File: config.mk
export PLATFORM = sky130hd
export DESIGN_NAME = vbi_caption_copy_inserter
export DESIGN_NICKNAME = d
export VERILOG_FILES = /design/src/rtl/vbi_pkg.sv /design/src/rtl/vbi_bit_sender.sv /design/src/rtl/vbi_caption_copy_inserter.sv
export SDC_FILE = /design/constraint.sdc
export NUM_CORES = 1
export LEC_CHECK = 0
export BUFFER_PORTS_ARGS = -buffer_cell sky130_fd_sc_hd__buf_2
export CAP_MARGIN = 20
export CORE_MARGIN = 4
export CORE_UTILIZATION = 40
export DETAILED_ROUTE_END_ITERATION = 8
export MAX_ROUTING_LAYER = met4
export PLACE_DENSITY = 0.67
export SLEW_MARGIN = 10
export SYNTH_ARGS = -nofsm -noshare
export SYNTH_HDL_FRONTEND = slang
export SYNTH_SLANG_ARGS = --single-unit
File: constraint.sdc
create_clock -name clk -period 3.8 [get_ports clk]
set_clock_uncertainty 0.1 [all_clocks]
set_input_delay 0.19 -clock clk [delete_from_list [all_inputs] [get_ports clk]]
set_output_delay 0.19 -clock clk [all_outputs]
set_load 0.02 [all_outputs]
File: src/rtl/vbi_pkg.sv
package vbi_pkg;

	// ************************************************************
	// register map (index on the plain register port)
	// ************************************************************
	localparam int           ADDR_W        = 4;
	localparam logic [3:0]   REG_CAP_DATA0 = 4'h0;
	localparam logic [3:0]   REG_CAP_DATA1 = 4'h1;
	localparam logic [3:0]   REG_EXT_DATA0 = 4'h2;
	localparam logic [3:0]   REG_EXT_DATA1 = 4'h3;
	localparam logic [3:0]   REG_COPY_ZERO = 4'h4;
	localparam logic [3:0]   REG_COPY_ONE  = 4'h5;
	localparam logic [3:0]   REG_COPY_TWO  = 4'h6;
	localparam logic [3:0]   REG_CTRL      = 4'h7;
	localparam logic [3:0]   REG_STATUS    = 4'h8;

	// field positions
	localparam int           CRC_AUTO_BIT  = 4;
	localparam int           ODD_EN_BIT    = 5;
	localparam int           EVEN_EN_BIT   = 6;
	localparam int           CTRL_NTSC_BIT = 0;
	localparam logic [7:0]   CTRL_RESET    = 8'h01;
	localparam logic [7:0]   DATA_RESET    = 8'h00;

	// ************************************************************
	// line numbers and word shapes
	// ************************************************************
	localparam logic [9:0]   LINE_CAP_ODD   = 10'd21;
	localparam logic [9:0]   LINE_CAP_EVEN  = 10'd284;
	localparam logic [9:0]   LINE_COPY_ODD  = 10'd20;
	localparam logic [9:0]   LINE_COPY_EVEN = 10'd283;
	localparam int           RUNIN_BITS    = 7;
	localparam int           CAP_START_IDX = 9;
	localparam int           CAP_WORD_W    = 26;
	localparam int           COPY_WORD_W   = 21;
	localparam int           CRC_DATA_W    = 14;
	localparam logic [5:0]   CRC_PRESET    = 6'h3f;
	localparam logic [5:0]   CRC_POLY      = 6'h03;

	// ************************************************************
	// timing: figures in ns, counts derived from the clock rate
	// ************************************************************
	localparam int CLK_MHZ        = 125;
	localparam int CAP_BIT_NS     = 1986;
	localparam int CAP_START_NS   = 10500;
	localparam int COPY_BIT_NS    = 2235;
	localparam int COPY_START_NS  = 11200;
	localparam int CAP_BIT_CYC    = CAP_BIT_NS * CLK_MHZ / 1000;
	localparam int CAP_START_CYC  = CAP_START_NS * CLK_MHZ / 1000;
	localparam int COPY_BIT_CYC   = COPY_BIT_NS * CLK_MHZ / 1000;
	localparam int COPY_START_CYC = COPY_START_NS * CLK_MHZ / 1000;
	localparam int LINE_TMR_W     = 12;

	// output levels in encoder code units
	localparam logic [7:0]   LVL_BLANK     = 8'h10;
	localparam logic [7:0]   LVL_CAP_HIGH  = 8'h7e;
	localparam logic [7:0]   LVL_COPY_HIGH = 8'h9a;

	// one cycle of the run-in sine, eight phases between blank and high
	function automatic logic [7:0] sine_level(input logic [2:0] ph);
		case (ph)
			3'h0: sine_level = 8'h47;
			3'h1: sine_level = 8'h6c;
			3'h2: sine_level = 8'h7e;
			3'h3: sine_level = 8'h6c;
			3'h4: sine_level = 8'h47;
			3'h5: sine_level = 8'h22;
			3'h6: sine_level = 8'h10;
			default: sine_level = 8'h22;
		endcase
	endfunction

	// crc over c0..c13, c0 first, x^6+x+1, preset all ones
	function automatic logic [5:0] crc6(input logic [13:0] d);
		logic [5:0] c;
		logic       fb;
		c = CRC_PRESET;
		for (int i = 0; i < CRC_DATA_W; i++) begin
			fb = d[i] ^ c[5];
			c = {c[4:0], 1'b0} ^ (fb ? CRC_POLY : 6'h00);
		end
		crc6 = c;
	endfunction

endpackage

File: src/rtl/vbi_bit_sender.sv
`timescale 1ns/1ps
module vbi_bit_sender #(
	parameter int W      = 26,
	parameter int PERIOD = 248
) (
	// clock and reset
	input  wire logic                 clk,
	input  wire logic                 reset_n,
	// word to send, bit 0 first
	input  wire logic                 start,
	input  wire logic [W-1:0]         bits,
	// progress
	output logic                      busy_r,
	output logic [$clog2(W)-1:0]      idx_r,
	output logic [2:0]                phase_r,
	output logic                      curBit
);
	localparam int IW   = $clog2(W);
	localparam int CW   = $clog2(PERIOD);
	localparam int PER8 = PERIOD / 8;

	// a period under eight cycles leaves no room for the eight sine phases
	if (PERIOD < 8 || W < 2) begin : gen_param_check
		$error("vbi_bit_sender: PERIOD or W too small");
	end

	logic [W-1:0]  word_r;
	logic [CW-1:0] cnt_r;
	logic [CW-1:0] sub_r;
	logic          bitEnd;
	logic          subEnd;

	assign bitEnd = cnt_r == CW'(PERIOD - 1);
	assign subEnd = sub_r == CW'(PER8 - 1);
	assign curBit = word_r[idx_r];

	// ************************************************************
	// bit timer and index
	// ************************************************************
	// ascending order out
	always_ff @(posedge clk) begin
		if (!reset_n) begin
			busy_r <= 1'b0;
			idx_r  <= '0;
			cnt_r  <= '0;
			word_r <= '0;
		end else if (start && !busy_r) begin
			busy_r <= 1'b1;
			idx_r  <= '0;
			cnt_r  <= '0;
			word_r <= bits;
		end else if (busy_r) begin
			cnt_r <= bitEnd ? '0 : cnt_r + 1'b1;
			if (bitEnd) begin
				// index parks at zero so the next start shows no jump
				if (idx_r == IW'(W - 1)) begin
					busy_r <= 1'b0;
					idx_r  <= '0;
				end else begin
					idx_r <= idx_r + 1'b1;
				end
			end
		end
	end

	// eighth-of-bit phase for the run-in sine; saturates so a ragged
	// period never wraps the sine early
	always_ff @(posedge clk) begin
		if (!reset_n || !busy_r || bitEnd) begin
			sub_r   <= '0;
			phase_r <= 3'h0;
		end else begin
			sub_r <= subEnd ? '0 : sub_r + 1'b1;
			if (subEnd && phase_r != 3'h7) phase_r <= phase_r + 1'b1;
		end
	end

	// each bit lasts exactly one period
	bit_period_a: assert property (@(posedge clk) disable iff (!reset_n)
		busy_r && $changed(idx_r) |-> $past(cnt_r) == CW'(PERIOD - 1))
		else $error("bit index moved before a full bit period");

endmodule // vbi_bit_sender

File: src/rtl/vbi_caption_copy_inserter.sv
// Decided for this implementation: the register addresses and the strobed register port.
`timescale 1ns/1ps
// Behaviour
// - caption data goes on line 21 odd fields and line 284 even fields
// - each caption line opens with a seven-cycle sine run-in at bit rate
// - two blank bit periods after run-in, then a start bit of one
// - sixteen data bits: two bytes, seven data bits plus odd parity
// - line 21 bytes come from caption data registers zero and one
// - line 284 bytes come from extended caption registers zero and one
// - caption lines are generated inside; pixel input is ignored there
// - one byte deep per register; loaded bytes go on the next line
// - copy word on line 20 odd, 283 even, each gated by its enable
// - copy word only in NTSC, never in PAL
// - twenty-bit copy word after a reference pulse one bit long
// - copy bits: reg zero low nibble C16-19, reg one C8-15, reg two C0-7
// - crc-auto set: C14-C19 computed as crc over C0-C13
// - crc polynomial x^6+x+1, preset all ones per word
// - crc-auto clear: all twenty bits sent straight from registers
// - reg zero bit 5 enables odd fields, bit 6 even fields, NTSC only
module vbi_caption_copy_inserter
	import vbi_pkg::*;
(
	// clock and reset
	input  wire logic              clk,
	input  wire logic              reset_n,
	// register port
	input  wire logic [ADDR_W-1:0] regAddr,
	input  wire logic [7:0]        regWdata,
	input  wire logic              regWr,
	input  wire logic              regRd,
	output logic [7:0]             regRdata_r,
	// encoder line timing
	input  wire logic              lineStart,
	input  wire logic [9:0]        lineNum,
	input  wire logic              oddField,
	// video path
	input  wire logic [7:0]        pixelIn,
	output logic [7:0]             videoOut_r,
	output logic                   vbiActive_r
);

	// ************************************************************
	// registers
	// ************************************************************
	logic [7:0] captionData0_r;
	logic [7:0] captionData1_r;
	logic [7:0] extData0_r;
	logic [7:0] extData1_r;
	logic [7:0] copyDataRegZero_r;
	logic [7:0] copyDataRegOne_r;
	logic [7:0] copyDataRegTwo_r;
	logic [7:0] ctrl_r;
	logic       ntscMode;
	logic       copyCrcAutoEnable;
	logic       copyOddFieldEnable;
	logic       copyEvenFieldEnable;

	assign ntscMode            = ctrl_r[CTRL_NTSC_BIT];
	assign copyCrcAutoEnable   = copyDataRegZero_r[CRC_AUTO_BIT];
	assign copyOddFieldEnable  = copyDataRegZero_r[ODD_EN_BIT];
	assign copyEvenFieldEnable = copyDataRegZero_r[EVEN_EN_BIT];

	// register writes; single buffered, so a byte written during line 20
	// is already what line 21 carries
	// single-buffer load
	always_ff @(posedge clk) begin
		if (!reset_n) begin
			captionData0_r    <= DATA_RESET;
			captionData1_r    <= DATA_RESET;
			extData0_r        <= DATA_RESET;
			extData1_r        <= DATA_RESET;
			copyDataRegZero_r <= DATA_RESET;
			copyDataRegOne_r  <= DATA_RESET;
			copyDataRegTwo_r  <= DATA_RESET;
			ctrl_r            <= CTRL_RESET;
		end else if (regWr) begin
			case (regAddr)
				REG_CAP_DATA0: captionData0_r    <= regWdata;
				REG_CAP_DATA1: captionData1_r    <= regWdata;
				REG_EXT_DATA0: extData0_r        <= regWdata;
				REG_EXT_DATA1: extData1_r        <= regWdata;
				REG_COPY_ZERO: copyDataRegZero_r <= regWdata;
				REG_COPY_ONE:  copyDataRegOne_r  <= regWdata;
				REG_COPY_TWO:  copyDataRegTwo_r  <= regWdata;
				REG_CTRL:      ctrl_r            <= regWdata;
				default:       ctrl_r            <= ctrl_r;
			endcase
		end
	end

	// ************************************************************
	// line sequencing
	// ************************************************************
	logic [9:0]            lineNumR_r;
	logic                  fieldOdd_r;
	logic                  lineCap_r;
	logic                  lineCopy_r;
	logic [LINE_TMR_W-1:0] lineTmr_r;
	logic                  capGo;
	logic                  copyGo;
	logic                  capLineNow;
	logic                  copyLineNow;

	assign capLineNow = (lineNum == LINE_CAP_ODD && oddField) ||
		(lineNum == LINE_CAP_EVEN && !oddField);
	// copy line select, gated by mode and enables
	assign copyLineNow = ntscMode && ((lineNum == LINE_COPY_ODD && oddField &&
		copyOddFieldEnable) || (lineNum == LINE_COPY_EVEN && !oddField &&
		copyEvenFieldEnable));

	// line flags are caught once per line so a mid-line register
	// write cannot start or cut a word halfway
	always_ff @(posedge clk) begin
		if (!reset_n) begin
			lineNumR_r <= 10'h000;
			fieldOdd_r <= 1'b0;
			lineCap_r  <= 1'b0;
			lineCopy_r <= 1'b0;
		end else if (lineStart) begin
			lineNumR_r <= lineNum;
			fieldOdd_r <= oddField;
			lineCap_r  <= capLineNow;
			lineCopy_r <= copyLineNow;
		end
	end

	// time since line start, saturating
	always_ff @(posedge clk) begin
		if (!reset_n || lineStart) lineTmr_r <= '0;
		else if (lineTmr_r != '1) lineTmr_r <= lineTmr_r + 1'b1;
	end

	assign capGo  = lineCap_r && lineTmr_r == LINE_TMR_W'(CAP_START_CYC);
	// gating looked at again at the start instant, so a
	// switch to PAL after line start still keeps the word off
	assign copyGo = lineCopy_r && ntscMode &&
		(fieldOdd_r ? copyOddFieldEnable : copyEvenFieldEnable) &&
		lineTmr_r == LINE_TMR_W'(COPY_START_CYC);

	// ************************************************************
	// words
	// ************************************************************
	logic [7:0]             capByteA;
	logic [7:0]             capByteB;
	logic [CAP_WORD_W-1:0]  capWord;
	logic [19:0]            copyRaw;
	logic [19:0]            copyBits;
	logic [5:0]             copyCrc;
	logic [COPY_WORD_W-1:0] copyWord;

	assign capByteA = fieldOdd_r ? captionData0_r : extData0_r;
	assign capByteB = fieldOdd_r ? captionData1_r : extData1_r;
	// run-in slots, two blanks, start bit, parity bytes
	assign capWord = {~^capByteB[6:0], capByteB[6:0], ~^capByteA[6:0],
		capByteA[6:0], 1'b1, 2'b00, 7'h00};

	assign copyRaw = {copyDataRegZero_r[3:0], copyDataRegOne_r, copyDataRegTwo_r};
	// crc over the low fourteen bits
	assign copyCrc = crc6(copyRaw[13:0]);
	// raw word when auto crc is off
	assign copyBits = copyCrcAutoEnable ? {copyCrc, copyRaw[13:0]} : copyRaw;
	// reference pulse ahead of the word
	assign copyWord = {copyBits, 1'b1};

	// ************************************************************
	// serialisers
	// ************************************************************
	logic       capBusy;
	logic [4:0] capIdx;
	logic [2:0] capPhase;
	logic       capBit;
	logic       copyBusy;
	logic [4:0] copyIdx;
	logic       copyBit;

	vbi_bit_sender #(.W(CAP_WORD_W), .PERIOD(CAP_BIT_CYC)) capSender (
		.clk     (clk),
		.reset_n (reset_n),
		.start   (capGo),
		.bits    (capWord),
		.busy_r  (capBusy),
		.idx_r   (capIdx),
		.phase_r (capPhase),
		.curBit  (capBit)
	);

	// copy word serialised from bit zero
	vbi_bit_sender #(.W(COPY_WORD_W), .PERIOD(COPY_BIT_CYC)) copySender (
		.clk     (clk),
		.reset_n (reset_n),
		.start   (copyGo),
		.bits    (copyWord),
		.busy_r  (copyBusy),
		.idx_r   (copyIdx),
		.phase_r (),
		.curBit  (copyBit)
	);

	// ************************************************************
	// video output
	// ************************************************************
	// pixels replaced for the whole inserted line
	always_ff @(posedge clk) begin
		if (!reset_n) begin
			videoOut_r  <= LVL_BLANK;
			vbiActive_r <= 1'b0;
		end else if (capBusy && capIdx < 5'(RUNIN_BITS)) begin
			videoOut_r  <= sine_level(capPhase);
			vbiActive_r <= 1'b1;
		end else if (capBusy) begin
			videoOut_r  <= capBit ? LVL_CAP_HIGH : LVL_BLANK;
			vbiActive_r <= 1'b1;
		end else if (copyBusy) begin
			videoOut_r  <= copyBit ? LVL_COPY_HIGH : LVL_BLANK;
			vbiActive_r <= 1'b1;
		end else if (lineCap_r || lineCopy_r) begin
			videoOut_r  <= LVL_BLANK;
			vbiActive_r <= 1'b1;
		end else begin
			videoOut_r  <= pixelIn;
			vbiActive_r <= 1'b0;
		end
	end

	// read port: data stand in the cycle after the strobe only
	always_ff @(posedge clk) begin
		if (!reset_n || !regRd) regRdata_r <= 8'h00;
		else begin
			case (regAddr)
				REG_CAP_DATA0: regRdata_r <= captionData0_r;
				REG_CAP_DATA1: regRdata_r <= captionData1_r;
				REG_EXT_DATA0: regRdata_r <= extData0_r;
				REG_EXT_DATA1: regRdata_r <= extData1_r;
				REG_COPY_ZERO: regRdata_r <= copyDataRegZero_r;
				REG_COPY_ONE:  regRdata_r <= copyDataRegOne_r;
				REG_COPY_TWO:  regRdata_r <= copyDataRegTwo_r;
				REG_CTRL:      regRdata_r <= ctrl_r;
				REG_STATUS:    regRdata_r <= {5'h00, fieldOdd_r, copyBusy, capBusy};
				default:       regRdata_r <= 8'h00;
			endcase
		end
	end

	// ************************************************************
	// checks
	// ************************************************************
	cap_line_a: assert property (@(posedge clk) disable iff (!reset_n)
		capGo |-> (lineNumR_r == LINE_CAP_ODD && fieldOdd_r) ||
			(lineNumR_r == LINE_CAP_EVEN && !fieldOdd_r))
		else $error("caption started on a wrong line");

	runin_sine_a: assert property (@(posedge clk) disable iff (!reset_n)
		capBusy && capIdx < 5'(RUNIN_BITS) |=> videoOut_r == sine_level($past(capPhase)))
		else $error("run-in level not taken from sine");

	start_bit_a: assert property (@(posedge clk) disable iff (!reset_n)
		capBusy && capIdx >= 5'd7 && capIdx <= 5'd9 |=>
			videoOut_r == ($past(capIdx) == 5'd9 ? LVL_CAP_HIGH : LVL_BLANK))
		else $error("blank pair or start bit wrong");

	odd_parity_a: assert property (@(posedge clk) disable iff (!reset_n)
		capGo |=> ##1 capBusy && (^capWord[17:10]) && (^capWord[25:18]))
		else $error("caption byte parity not odd");

	ext_source_a: assert property (@(posedge clk) disable iff (!reset_n)
		capGo && !fieldOdd_r |-> capWord[16:10] == extData0_r[6:0] &&
			capWord[24:18] == extData1_r[6:0])
		else $error("even field bytes not from extended registers");

	pixel_ignore_a: assert property (@(posedge clk) disable iff (!reset_n)
		lineCap_r && !capBusy && !lineStart |=> videoOut_r == LVL_BLANK)
		else $error("pixel data leaked into caption line");

	buffer_load_a: assert property (@(posedge clk) disable iff (!reset_n)
		regWr && regAddr == REG_CAP_DATA0 |=> captionData0_r == $past(regWdata))
		else $error("caption byte not loaded");

	copy_ntsc_a: assert property (@(posedge clk) disable iff (!reset_n)
		copyGo |-> ntscMode && (fieldOdd_r ? copyOddFieldEnable : copyEvenFieldEnable))
		else $error("copy word without NTSC or enable");

	ref_pulse_a: assert property (@(posedge clk) disable iff (!reset_n)
		copyBusy && copyIdx == 5'd0 && !capBusy |=> videoOut_r == LVL_COPY_HIGH)
		else $error("reference pulse missing");

	crc_auto_a: assert property (@(posedge clk) disable iff (!reset_n)
		copyGo && copyCrcAutoEnable |-> copyWord[20:15] == crc6(copyRaw[13:0]))
		else $error("auto crc not inserted");

	crc_off_a: assert property (@(posedge clk) disable iff (!reset_n)
		copyGo && !copyCrcAutoEnable |-> copyWord[20:1] == {copyDataRegZero_r[3:0],
			copyDataRegOne_r, copyDataRegTwo_r})
		else $error("raw copy bits altered");

	cap_odd_c: cover property (@(posedge clk) capGo && fieldOdd_r);
	cap_even_c: cover property (@(posedge clk) capGo && !fieldOdd_r);
	copy_crc_c: cover property (@(posedge clk) copyGo && copyCrcAutoEnable);
	copy_even_c: cover property (@(posedge clk) copyGo && !fieldOdd_r);

endmodule // vbi_caption_copy_inserter

==> metrics.yaml, run 1 <==
floorplanning:
  die-area_sq_mm: 0.0249
  die_h_um: 158
  ioPinCount: 53
  initial_utilization: 0.408
  core-area_sq_mm: 0.0220
  rows: 54
  die_w_um: 158
worst_setup_path:
  worst-setup-path-type: "flop to flop"
  timing.rr.start: "copySender.busy_r"
  crit_end: "copySender.idx_r[4]"
  worstPathCellList: "inv_1 -> nor4_2 -> nand4_1 -> nand3_1 -> nor2_1"
  crit_arrival_ns: 2.55
  startpoint_type: "flop"
  cp_num_cells: 5
  setup.worst_path.end_class: "flop"
  required_ns: 4.01
  cpPeakStageDelay_ns: 0.71
  rr_worst_depth: 5
  path_max_fanout: 13
  slowest_stage: "dfxtp_1"
  setup.worst_path.start: "copySender.busy_r"
  r2r_slack_ns: 1.47
  r2r-end: "copySender.idx_r[4]"
  path_buf_inv: 1
  path_delay_family: "simple AND/OR/NAND/NOR gates"
sta:
  drv_slew: 0
  rsz0062_at_grt: "false"
  max_freq_mhz: 429
  slew_headroom: 0.404
  min_period_ns: 2.33
  setup_viol: 0
  finalSetupTns_ns: 0
  worstMarginPinSlew_ns: 0.892
  period_share: 0.614
  hold_viol: 0
clocking:
  numCtsBuffers: 17
  htree_levels: 4
  cts.sinks: 174
  clockBufferDepth: 2
  clk_pin_slew_ns: 0.06
  ctsResizeCount: 0
  clkLatencyLatePin_ns: 0.43
  cts_tree: "done"
  cts_root_buf: "clkbuf_16"
global_route:
  grt_pass1_vias: 6505
  grt_max_degree: 68
  gr-usage-met1: 0.266
  grt.met2_usage: 0.259
  grt_first_pass_wirelength_um: 35300
  grt_antenna_before_repair: 0
  grt.met3_usage: 0.0303
  grt_overflow: 0
  grt_usage: 0.183
  busiest_layer: "met1"
synthesis:
  yosys_warnings: 0
  synth_largest_area_cell: "dfxtp_1"
  ys_top_cells_by_area: "dfxtp_1 39%, mux2i_1 9.0%, nand2_1 5.3%"
  synth_cell_type_count: 78
  netlist_area_sq_mm: 0.00896
  synth_area_per_cell_sq_um: 9.05
  ys.flop_type: "dfxtp_1"
  yosysTopAreaCellShare: 0.389
  seq_area_frac_synth: 0.389
  synth_edf_count: 0
  syn_inst: 990
  synth_common_cells: "174 x dfxtp_1, 127 x nand2_1, 81 x mux2i_1, 64 x nor2_1, 58 x nor2b_1"
  syn-num-nets: 1043
  ys_seq_elements: 174
  post-synth-top-count-cell: "dfxtp_1"
  ys_async_sr_fraction: 0
run_status:
  status: "finished, final reports clean"
final_layout:
  fillCellCount: 2077
  multi_input_area_sq_mm: 0.00511
  layout-drive-gt1-share: 0.126
  seqCellArea_sq_mm: 0.00348
  syn_to_final_growth_pct: 11.9
  fin_nets: 1067
  diodes: 0
routing:
  vias_per_cell: 5.36
  drt_first_pass_iters: 5
  wl_per_cell_um: 16.6
  drc: 0
  vias: 7011
  routed_wirelength_um: 21700
  ant_nets: 0
  first_iter_violations: 570
pwr:
  intPower_uw: 3030
  power.clock.fraction: 0.472
  p_per_area_mw_per_mm2: 390
  vdd_drop_max_uv: 284
  combPwrFrac: 0.054
  p_leak_uw: 0.00371
  p_switching_uw: 886
  p_total_uw: 3910
  seq_power_share: 0.474
  switching_share: 0.226
place:
  io_buffers: 52
  place_congestion: 0.941
  dp_hpwl_um: 15200
worst_hold_path:
  hp-class: "input port to flop"
run:
  drv_cap: 0
-- sequential cells by signal (all words and copies together), names as in the netlist, 3 cells and up --
register,count
copySender.word_r,21
capSender.word_r,17
lineTmr_r,12
copySender.cnt_r,9
capSender.cnt_r,8
capSender.sub_r,8
captionData0_r,8
captionData1_r,8
copyDataRegOne_r,8
copyDataRegTwo_r,8
copyDataRegZero_r,8
ctrl_r,8
extData0_r,8
extData1_r,8
regRdata_r,8
videoOut_r,8
capSender.idx_r,5
copySender.idx_r,5
capSender.phase_r,3
-- stage by stage --
step	worst slack (ns)	utilization	cell area (sq um)	hold WS, ns	instances
floorplan	1.88	-	8960	0.208	990
global placement	1.48	0.425	9320	0.321	1266
detailed placement	1.47	0.425	9320	0.313	1266
CTS	1.46	0.457	10000	0.000638	1307
global route	1.19	0.457	10000	0.0113	1307
finish	1.47	0.457	10000	0.0101	1307
-- cells in the final DEF, fill, tap and decap left out, types with 4 or more instances in the layout --
master,instances
a21boi_0,25
mux4_2,4
clkinv_2,4
o32ai_1,4
mux2i_1,81
o21a_1,4
and3b_1,4
a21oi_1,19
and3_1,6
inv_1,21
nand4_1,17
or3_1,4
nor2_1,64
or2_2,4
nand3_1,37
o211ai_1,7
buf_2,51
nor2b_1,58
a211oi_1,4
nand2_1,127
nor3_1,14
nor3b_1,4
ha_1,17
nand3b_1,5
xor2_1,39
mux2_2,21
a21boi_1,22
a31oi_1,7
nand2b_1,9
o21ai_0,22
clkbuf_16,17
buf_4,6
a22oi_1,5
xnor2_1,33
bufinv_16,4
dlygate4sd3_1,9
dfxtp_1,174
-- worst reg2reg max path, stage by stage, from the launching register on --
cell     delay, ns
dfxtp_1       0.71
inv_1         0.17
nor4_2        0.69
nand4_1       0.25
nand3_1       0.23
nor2_1        0.07
-- repair_timing --
action	in CTS	in global routing
endpoints found under the hold margin	8	0
hold buffers	9	0
setup buffers	0	0
-- cell type report --
class,instances,area share
Multi-Input combinational cell,734,0.509
Sequential cell,174,0.347
Clock buffer,18,0.0428
Timing Repair Buffer,66,0.0389
Tap cell,280,0.0349
Clock inverter,14,0.0190
Inverter,21,0.00786
-- power by group through the flow --
| stage | clock, uW | sequential, uW | combinational, uW |
|---|---|---|---|
| 2_1_floorplan | 0 | 1900 | 142 |
| 3_3_place_gp | 0 | 1900 | 203 |
| 3_5_place_dp | 0 | 1900 | 205 |
| 4_1_cts | 1870 | 1850 | 212 |
| 5_1_grt | 1960 | 1860 | 230 |
| 6_report | 1850 | 1850 | 213 |
-- how the worst min path moves through the flow --
stage | startpoint | slack (ns) | cells past startpoint | end
after floorplan | lineNum[1] | 0.21 | 1 | lineCap_r
after global routing | regWdata[7] | 0.01 | 3 | copyDataRegTwo_r[7]
after detailed placement | pixelIn[4] | 0.31 | 3 | videoOut_r[4]
after CTS | regWdata[7] | 0.0006 | 3 | copyDataRegTwo_r[7]
final | pixelIn[0] | 0.01 | 3 | videoOut_r[0]
after global placement | pixelIn[4] | 0.32 | 3 | videoOut_r[4]
-- cell families after synthesis --
kind of cell,Yosys count,synth area share
compound gates,153,0.119
buf+inv,82,0.0412
fa+ha+maj,17,0.0237
simple gates,384,0.225
mux,106,0.127
flops,174,0.389
xor+xnor,74,0.0754
-- layer usage --
layer  vias up  share of wire
met2       188           0.43
met5         -              0
met1      3298           0.50
li1       3494              -
met4         0          0.019
met3        31          0.053
Note: power is estimated with default switching activity, not from simulation.
==> run 2: changes to the inputs <==
Settings changed: ABC_AREA from default to 1, PLACE_DENSITY 0.67 to 0.7.
Clock period 3.8 ns to 2 ns, I/O delays scaled along.
==> metrics.yaml, run 2 <==
pwr:
  p_switching_uw: 1910  # was 886 uW
  p_leak_uw: 0.00390  # was 0.00371 uW
  switching_share: 0.259  # was 0.226
  combPwrFrac: 0.068  # was 0.054
  p_total_uw: 7390  # was 3910 uW
  intPower_uw: 5470  # was 3030 uW
  p_per_area_mw_per_mm2: 751  # was 390 mW/mm^2
  vdd_drop_max_uv: 413  # was 284 uV
  power.clock.fraction: 0.454  # was 0.472
  seq_power_share: 0.477  # was 0.474
routing:
  routed_wirelength_um: 21200  # was 21700 um
  vias_per_cell: 5.09  # was 5.36
  drt_first_pass_iters: 5  # unchanged
  ant_nets: 0  # unchanged
  wl_per_cell_um: 14.1  # was 16.6 um
  first_iter_violations: 600  # was 570
  drc: 0  # unchanged
  vias: 7618  # was 7011
place:
  placed_cells: 1444  # was 1266
  place_area_sq_mm: 0.00899  # was 0.00932 sq mm
  dp_hpwl_um: 15400  # was 15200 um
  place_congestion: 0.893  # was 0.941
  io_buffers: 52  # unchanged
final_layout:
  fin_nets: 1268  # was 1067
  multi_input_area_sq_mm: 0.00413  # was 0.00511 sq mm
  reg_top3: "copySender.word_r (21), capSender.word_r (17), lineTmr_r (12)"  # unchanged
  largest_register_ffs: 21  # unchanged
  seqCellArea_sq_mm: 0.00348  # about the same
  fillCellCount: 2020  # was 2077
  syn_to_final_growth_pct: 17.0  # was 11.9%
  regMostFlops: "copySender.word_r"  # unchanged
  mostFrequentLayoutCell: "nand2_1"  # was dfxtp_1
  instances_no_fill: 1498  # was 1307
  diodes: 0  # unchanged
  fin_area_sq_mm: 0.00983  # was 0.0100 sq mm
  layout-drive-gt1-share: 0.121  # was 0.126
  layout_common_cells: "204 x nand2_1, 173 x dfxtp_1, 157 x inv_1"  # was 174 x dfxtp_1, 127 x nand2_1, 81 x mux2i_1
synthesis:
  synth_area_per_cell_sq_um: 7.39  # was 9.05 sq um
  syn_inst: 1138  # was 990
  synth_largest_area_cell: "dfxtp_1"  # unchanged
  ys_seq_elements: 174  # unchanged
  yosys_warnings: 0  # unchanged
  ys_top_cells_by_area: "dfxtp_1 41%, nand2_1 9.1%, inv_1 7.0%"  # was dfxtp_1 39%, mux2i_1 9.0%, nand2_1 5.3%
  yosysTopAreaCellShare: 0.414  # was 0.389
  netlist_area_sq_mm: 0.00841  # was 0.00896 sq mm
  ys_async_sr_fraction: 0  # unchanged
  seq_area_frac_synth: 0.414  # was 0.389
  ys.flop_type: "dfxtp_1"  # unchanged
  post-synth-top-count-cell: "nand2_1"  # was dfxtp_1
  synth_common_cells: "204 x nand2_1, 174 x dfxtp_1, 157 x inv_1, 109 x a21oi_1, 88 x nor2_1"  # was 174 x dfxtp_1, 127 x nand2_1, 81 x mux2i_1, 64 x nor2_1, 58 x nor2b_1
  synth_cell_type_count: 52  # was 78
  synth_edf_count: 0  # unchanged
  syn-num-nets: 1191  # was 1043
worst_setup_path:
  rr_worst_depth: 9  # was 5
  r2r-end: "copySender.word_r[3]"  # was copySender.idx_r[4]
  worstPathCellList: "inv_1 -> ha_1 -> nand2_1 -> inv_1 -> o211ai_2 -> nor4_4 -> nand2_2 -> buf_4 -> o22ai_1"  # was inv_1 -> nor4_2 -> nand4_1 -> nand3_1 -> nor2_1
  worst-setup-path-type: "flop to flop"  # unchanged
  cpPeakStageDelay_ns: 0.33  # was 0.71 ns
  path_max_fanout: 10  # was 13
  r2r_slack_ns: 0.14  # was 1.47 ns
  setup.worst_path.end_class: "flop"  # unchanged
  crit_arrival_ns: 2.12  # was 2.55 ns
  required_ns: 2.26  # was 4.01 ns
  startpoint_type: "flop"  # unchanged
  crit_path_frequent_cell: "inv_1"
  timing.rr.start: "lineTmr_r[0]"  # was copySender.busy_r
  slowest_stage: "dfxtp_1"  # unchanged
floorplanning:
  die_w_um: 153  # was 158 um
  ioPinCount: 53  # unchanged
  die_h_um: 153  # was 158 um
  rows: 52  # was 54
  die-area_sq_mm: 0.0234  # was 0.0249 sq mm
  core-area_sq_mm: 0.0204  # was 0.0220 sq mm
  initial_utilization: 0.411  # was 0.408
run:
  drv_cap: 0  # unchanged
sta:
  max_freq_mhz: 538  # was 429 MHz
  finalSetupTns_ns: 0  # unchanged
  worstMarginPinSlew_ns: 0.554  # was 0.892 ns
  drv_slew: 0  # unchanged
  min_period_ns: 1.86  # was 2.33 ns
  period_share: 0.929  # was 0.614
  whs_ns: 0.0278  # was 0.0101 ns
  slew_headroom: 0.630  # was 0.404
  hold_viol: 0  # unchanged
  setup_viol: 0  # unchanged
  rsz0062_at_grt: "false"  # unchanged
global_route:
  grt_antenna_before_repair: 0  # unchanged
  grt_pass1_vias: 7138  # was 6505
  grt_usage: 0.186  # was 0.183
  grt_first_pass_wirelength_um: 35100  # was 35300 um
  grt_overflow: 0  # unchanged
  grt_max_degree: 38  # was 68
worst_hold_path:
  min_from: "reset_n"  # was pixelIn[0]
  hp-class: "input port to flop"  # unchanged
  hold_end: "videoOut_r[0]"  # unchanged
  min_delay_path_depth: 3  # unchanged
clocking:
  cts_root_buf: "clkbuf_16"  # unchanged
  clockBufferDepth: 2  # unchanged
  numCtsBuffers: 17  # unchanged
  htree_levels: 4  # unchanged
  clk_pin_slew_ns: 0.07  # was 0.06 ns
  cts.sinks: 174  # unchanged
  cts_tree: "done"  # unchanged
  clkLatencyLatePin_ns: 0.44  # was 0.43 ns
run_status:
  status: "finished, final reports clean"  # unchanged
## run 2: cell types whose count changed after synthesis, moves of 58 or more
cell     before  now
nand2_1     127  204
nor2b_1      58    0
mux2i_1      81    0
a21oi_1      19  109
o21ai_0      22   81
inv_1        21  157
## run 2: repair_timing
action	CTS	global route
endpoints found under the setup margin	0	21
setup buffers	0	0
endpoints found under the hold margin	75	0
hold buffers	22	0
resized for setup	0	6
## run 2: cell type report
class | instances | share of cell area
clock buffers | 17 | 0.0433
clock inverters | 15 | 0.0173
inverters | 171 | 0.0653
multi-input cells | 759 | 0.420
flip-flops and latches | 174 | 0.354
well taps | 270 | 0.0344
repair buffers | 92 | 0.0655
## run 2: cell families (layout without fill, tap and decap cells)
| group | count (synthesis) | after routing | synth area share |
|---|---|---|---|
| compound gates | 290 | 290 | 0.199 |
| xor+xnor | 42 | 42 | 0.0464 |
| fa+ha+maj | 17 | 17 | 0.0253 |
| buf+inv | 205 | 295 | 0.0971 |
| flops | 174 | 174 | 0.414 |
| simple gates | 410 | 410 | 0.217 |
## run 2: power groups by stage
stage / logic, uW / registers [uW] / clock network [uW]
finish: 506 / 3520 / 3360
global route: 561 / 3530 / 3550
detailed placement: 470 / 3600 / 0
CTS: 502 / 3520 / 3400
global placement: 463 / 3600 / 0
floorplan: 298 / 3610 / 0
## run 2: layer usage
metal	GRT usage	vias up	wire, um
li1	-	3916	-
met1	0.239	3477	9660
met2	0.298	191	9990
met3	0.0385	34	1100
met4	0.0535	0	413
met5	-	-	0
## run 2: worst max-delay path, delay by kind of cell (launching register included)
kind,cells,cell delay (ns)
fa+ha+maj,1,0.16
compound gates,2,0.22
simple gates,3,0.53
flops,1,0.33
buf+inv,3,0.45
## run 2: how the worst max path moves through the flow
stage	depth (start not counted)	from	end	slack [ns]
global route	11	lineTmr_r[0]	copySender.cnt_r[2]	0.005
finish	9	lineTmr_r[0]	copySender.word_r[3]	0.14
CTS	9	lineTmr_r[0]	copySender.word_r[3]	0.11
floorplan	10	lineTmr_r[0]	copySender.word_r[1]	0.37
global placement	9	lineTmr_r[0]	copySender.word_r[3]	0.17
detailed placement	9	lineTmr_r[0]	copySender.word_r[3]	0.15
## run 2: per-stage QoR
stage                     worst slack (ns)  utilization
after floorplan                      0.368            -
final                                0.141        0.481
after global routing               0.00476        0.481
after CTS                            0.105        0.480
after detailed placement             0.146        0.440
after global placement               0.175        0.440
==> run 3: changes to the inputs <==
Settings changed: ABC_AREA 1 to default, PLACE_DENSITY 0.7 to 0.67.
Clock period 2 ns to 2.1 ns, I/O delays scaled along.
==> metrics.yaml, run 3 (synthesis results as in run 1) <==
floorplanning:
  ioPinCount: 53  # unchanged
  rows: 54  # was 52
  core-area_sq_mm: 0.0220  # was 0.0204 sq mm
  die-area_sq_mm: 0.0249  # was 0.0234 sq mm
  die_h_um: 158  # was 153 um
  initial_utilization: 0.408  # was 0.411
  die_w_um: 158  # was 153 um
global_route:
  grt_antenna_before_repair: 0  # unchanged
  grt_max_degree: 51  # was 38
  grt_pass1_vias: 6794  # was 7138
  grt_overflow: 0  # unchanged
  grt_usage: 0.185  # was 0.186
  grt_first_pass_wirelength_um: 35900  # was 35100 um
clocking:
  cts_root_buf: "clkbuf_16"  # unchanged
  clockBufferDepth: 2  # unchanged
  clkLatencyLatePin_ns: 0.42  # was 0.44 ns
  clk_pin_slew_ns: 0.06  # was 0.07 ns
  cts_setup_buffers: 0  # unchanged
  numCtsBuffers: 17  # unchanged
  cts.sinks: 174  # unchanged
  cts_tree: "done"  # unchanged
  htree_levels: 4  # unchanged
place:
  io_buffers: 52  # unchanged
  place_congestion: 0.934  # was 0.893
  placed_cells: 1302  # was 1444
  dp_hpwl_um: 15800  # was 15400 um
final_layout:
  layout_common_cells: "173 x dfxtp_1, 127 x nand2_1, 81 x mux2i_1"  # was 204 x nand2_1, 173 x dfxtp_1, 157 x inv_1
  largest_register_ffs: 21  # unchanged
  syn_to_final_growth_pct: 16.7  # was 17.0%
  fin_nets: 1123  # was 1268
  utilization: 0.476  # was 0.481
  instances_no_fill: 1361  # was 1498
  layout-drive-gt1-share: 0.153  # was 0.121
  diodes: 0  # unchanged
  regMostFlops: "copySender.word_r"  # unchanged
  mostFrequentLayoutCell: "dfxtp_1"  # was nand2_1
  reg_top3: "copySender.word_r (21), capSender.word_r (17), lineTmr_r (12)"  # unchanged
sta:
  setup_viol: 0  # unchanged
  whs_ns: 0.0184  # was 0.0278 ns
  period_share: 0.955  # was 0.929
  min_period_ns: 2.01  # was 1.86 ns
  worstMarginPinSlew_ns: 0.588  # was 0.554 ns
  max_freq_mhz: 499  # was 538 MHz
  slew_headroom: 0.606  # was 0.630
  drv_slew: 0  # unchanged
  hold_viol: 0  # unchanged
pwr:
  vdd_drop_max_uv: 439  # was 413 uV
  p_total_uw: 6750  # was 7390 uW
  p_leak_uw: 0.00396  # was 0.00390 uW
  p_per_area_mw_per_mm2: 645  # was 751 mW/mm^2
worst_hold_path:
  hp-class: "input port to flop"  # unchanged
worst_setup_path:
  required_ns: 2.31  # was 2.26 ns
  startpoint_type: "flop"  # unchanged
  setup.worst_path.end_class: "flop"  # unchanged
  path_max_fanout: 19  # was 10
  worst-setup-path-type: "flop to flop"  # unchanged
  crit_arrival_ns: 2.21  # was 2.12 ns
routing:
  ant_nets: 0  # unchanged
  drt_first_pass_iters: 5  # unchanged
  drc: 0  # unchanged
  vias: 7267  # was 7618
  wl_per_cell_um: 16.7  # was 14.1 um
  routed_wirelength_um: 22700  # was 21200 um
  vias_per_cell: 5.34  # was 5.09
  first_iter_violations: 660  # was 600
run:
  drv_cap: 0  # unchanged
run_status:
  status: "finished, final reports clean"  # unchanged
==> run 3: final timing paths <==
check                            start                    end  slack [ns]  depth (start not counted)
setup / recovery          lineTmr_r[7]  copySender.word_r[16]        0.09                          6
hold reg to reg   copySender.word_r[8]   copySender.word_r[8]        0.35                          2
hold / removal                 reset_n     capSender.cnt_r[1]        0.02                          3
setup reg to reg          lineTmr_r[7]  copySender.word_r[16]        0.09                          6
==> run 3: layout make-up <==
| type | instances | area, sq um |
|---|---|---|
| Tap cell | 280 | 350 |
| Inverter | 21 | 78.8 |
| Clock buffer | 23 | 468 |
| Multi-Input combinational cell | 734 | 5130 |
| Sequential cell | 174 | 3480 |
| Fill cell | 2082 | 11500 |
| Clock inverter | 7 | 65.1 |
| Timing Repair Buffer | 122 | 880 |
==> run 3: metrics by stage <==
stage | instance area [sq um] | setup TNS [ns] | setup WS [ns]
3_3_place_gp | 9600 | 0 | 0.131
5_1_grt | 10500 | -0.00677 | -0.00556
4_1_cts | 10400 | 0 | 0.0419
6_report | 10500 | 0 | 0.0942
3_5_place_dp | 9600 | 0 | 0.0980
2_1_floorplan | 8960 | 0 | 0.182
==> run 3: power breakdown <==
group	leakage, uW	internal, uW	switching, uW
registers	0.00141	3330	25.5
logic	0.00230	200	248
clock network	0.000259	1670	1280
total	0.00396	5200	1550
==> run 3: critical path: stages, from the launching register on <==
cell	delay, ns
dfxtp_1	0.37
nor4b_4	0.32
nand4b_4	0.20
or4_4	0.49
buf_4	0.23
nand3_2	0.09
o211ai_1	0.09
==> run 3: repair_timing <==
item	CTS	global route
endpoints found under the setup margin	0	8
endpoints found under the hold margin	68	13
hold buffers	25	4
resized for setup	0	7
==> run 3: layer usage <==
metal,global-route usage,wire length (um)
met5,-,0
met1,0.261,11000
met4,0.0549,441
met2,0.271,10100
met3,0.0353,1160
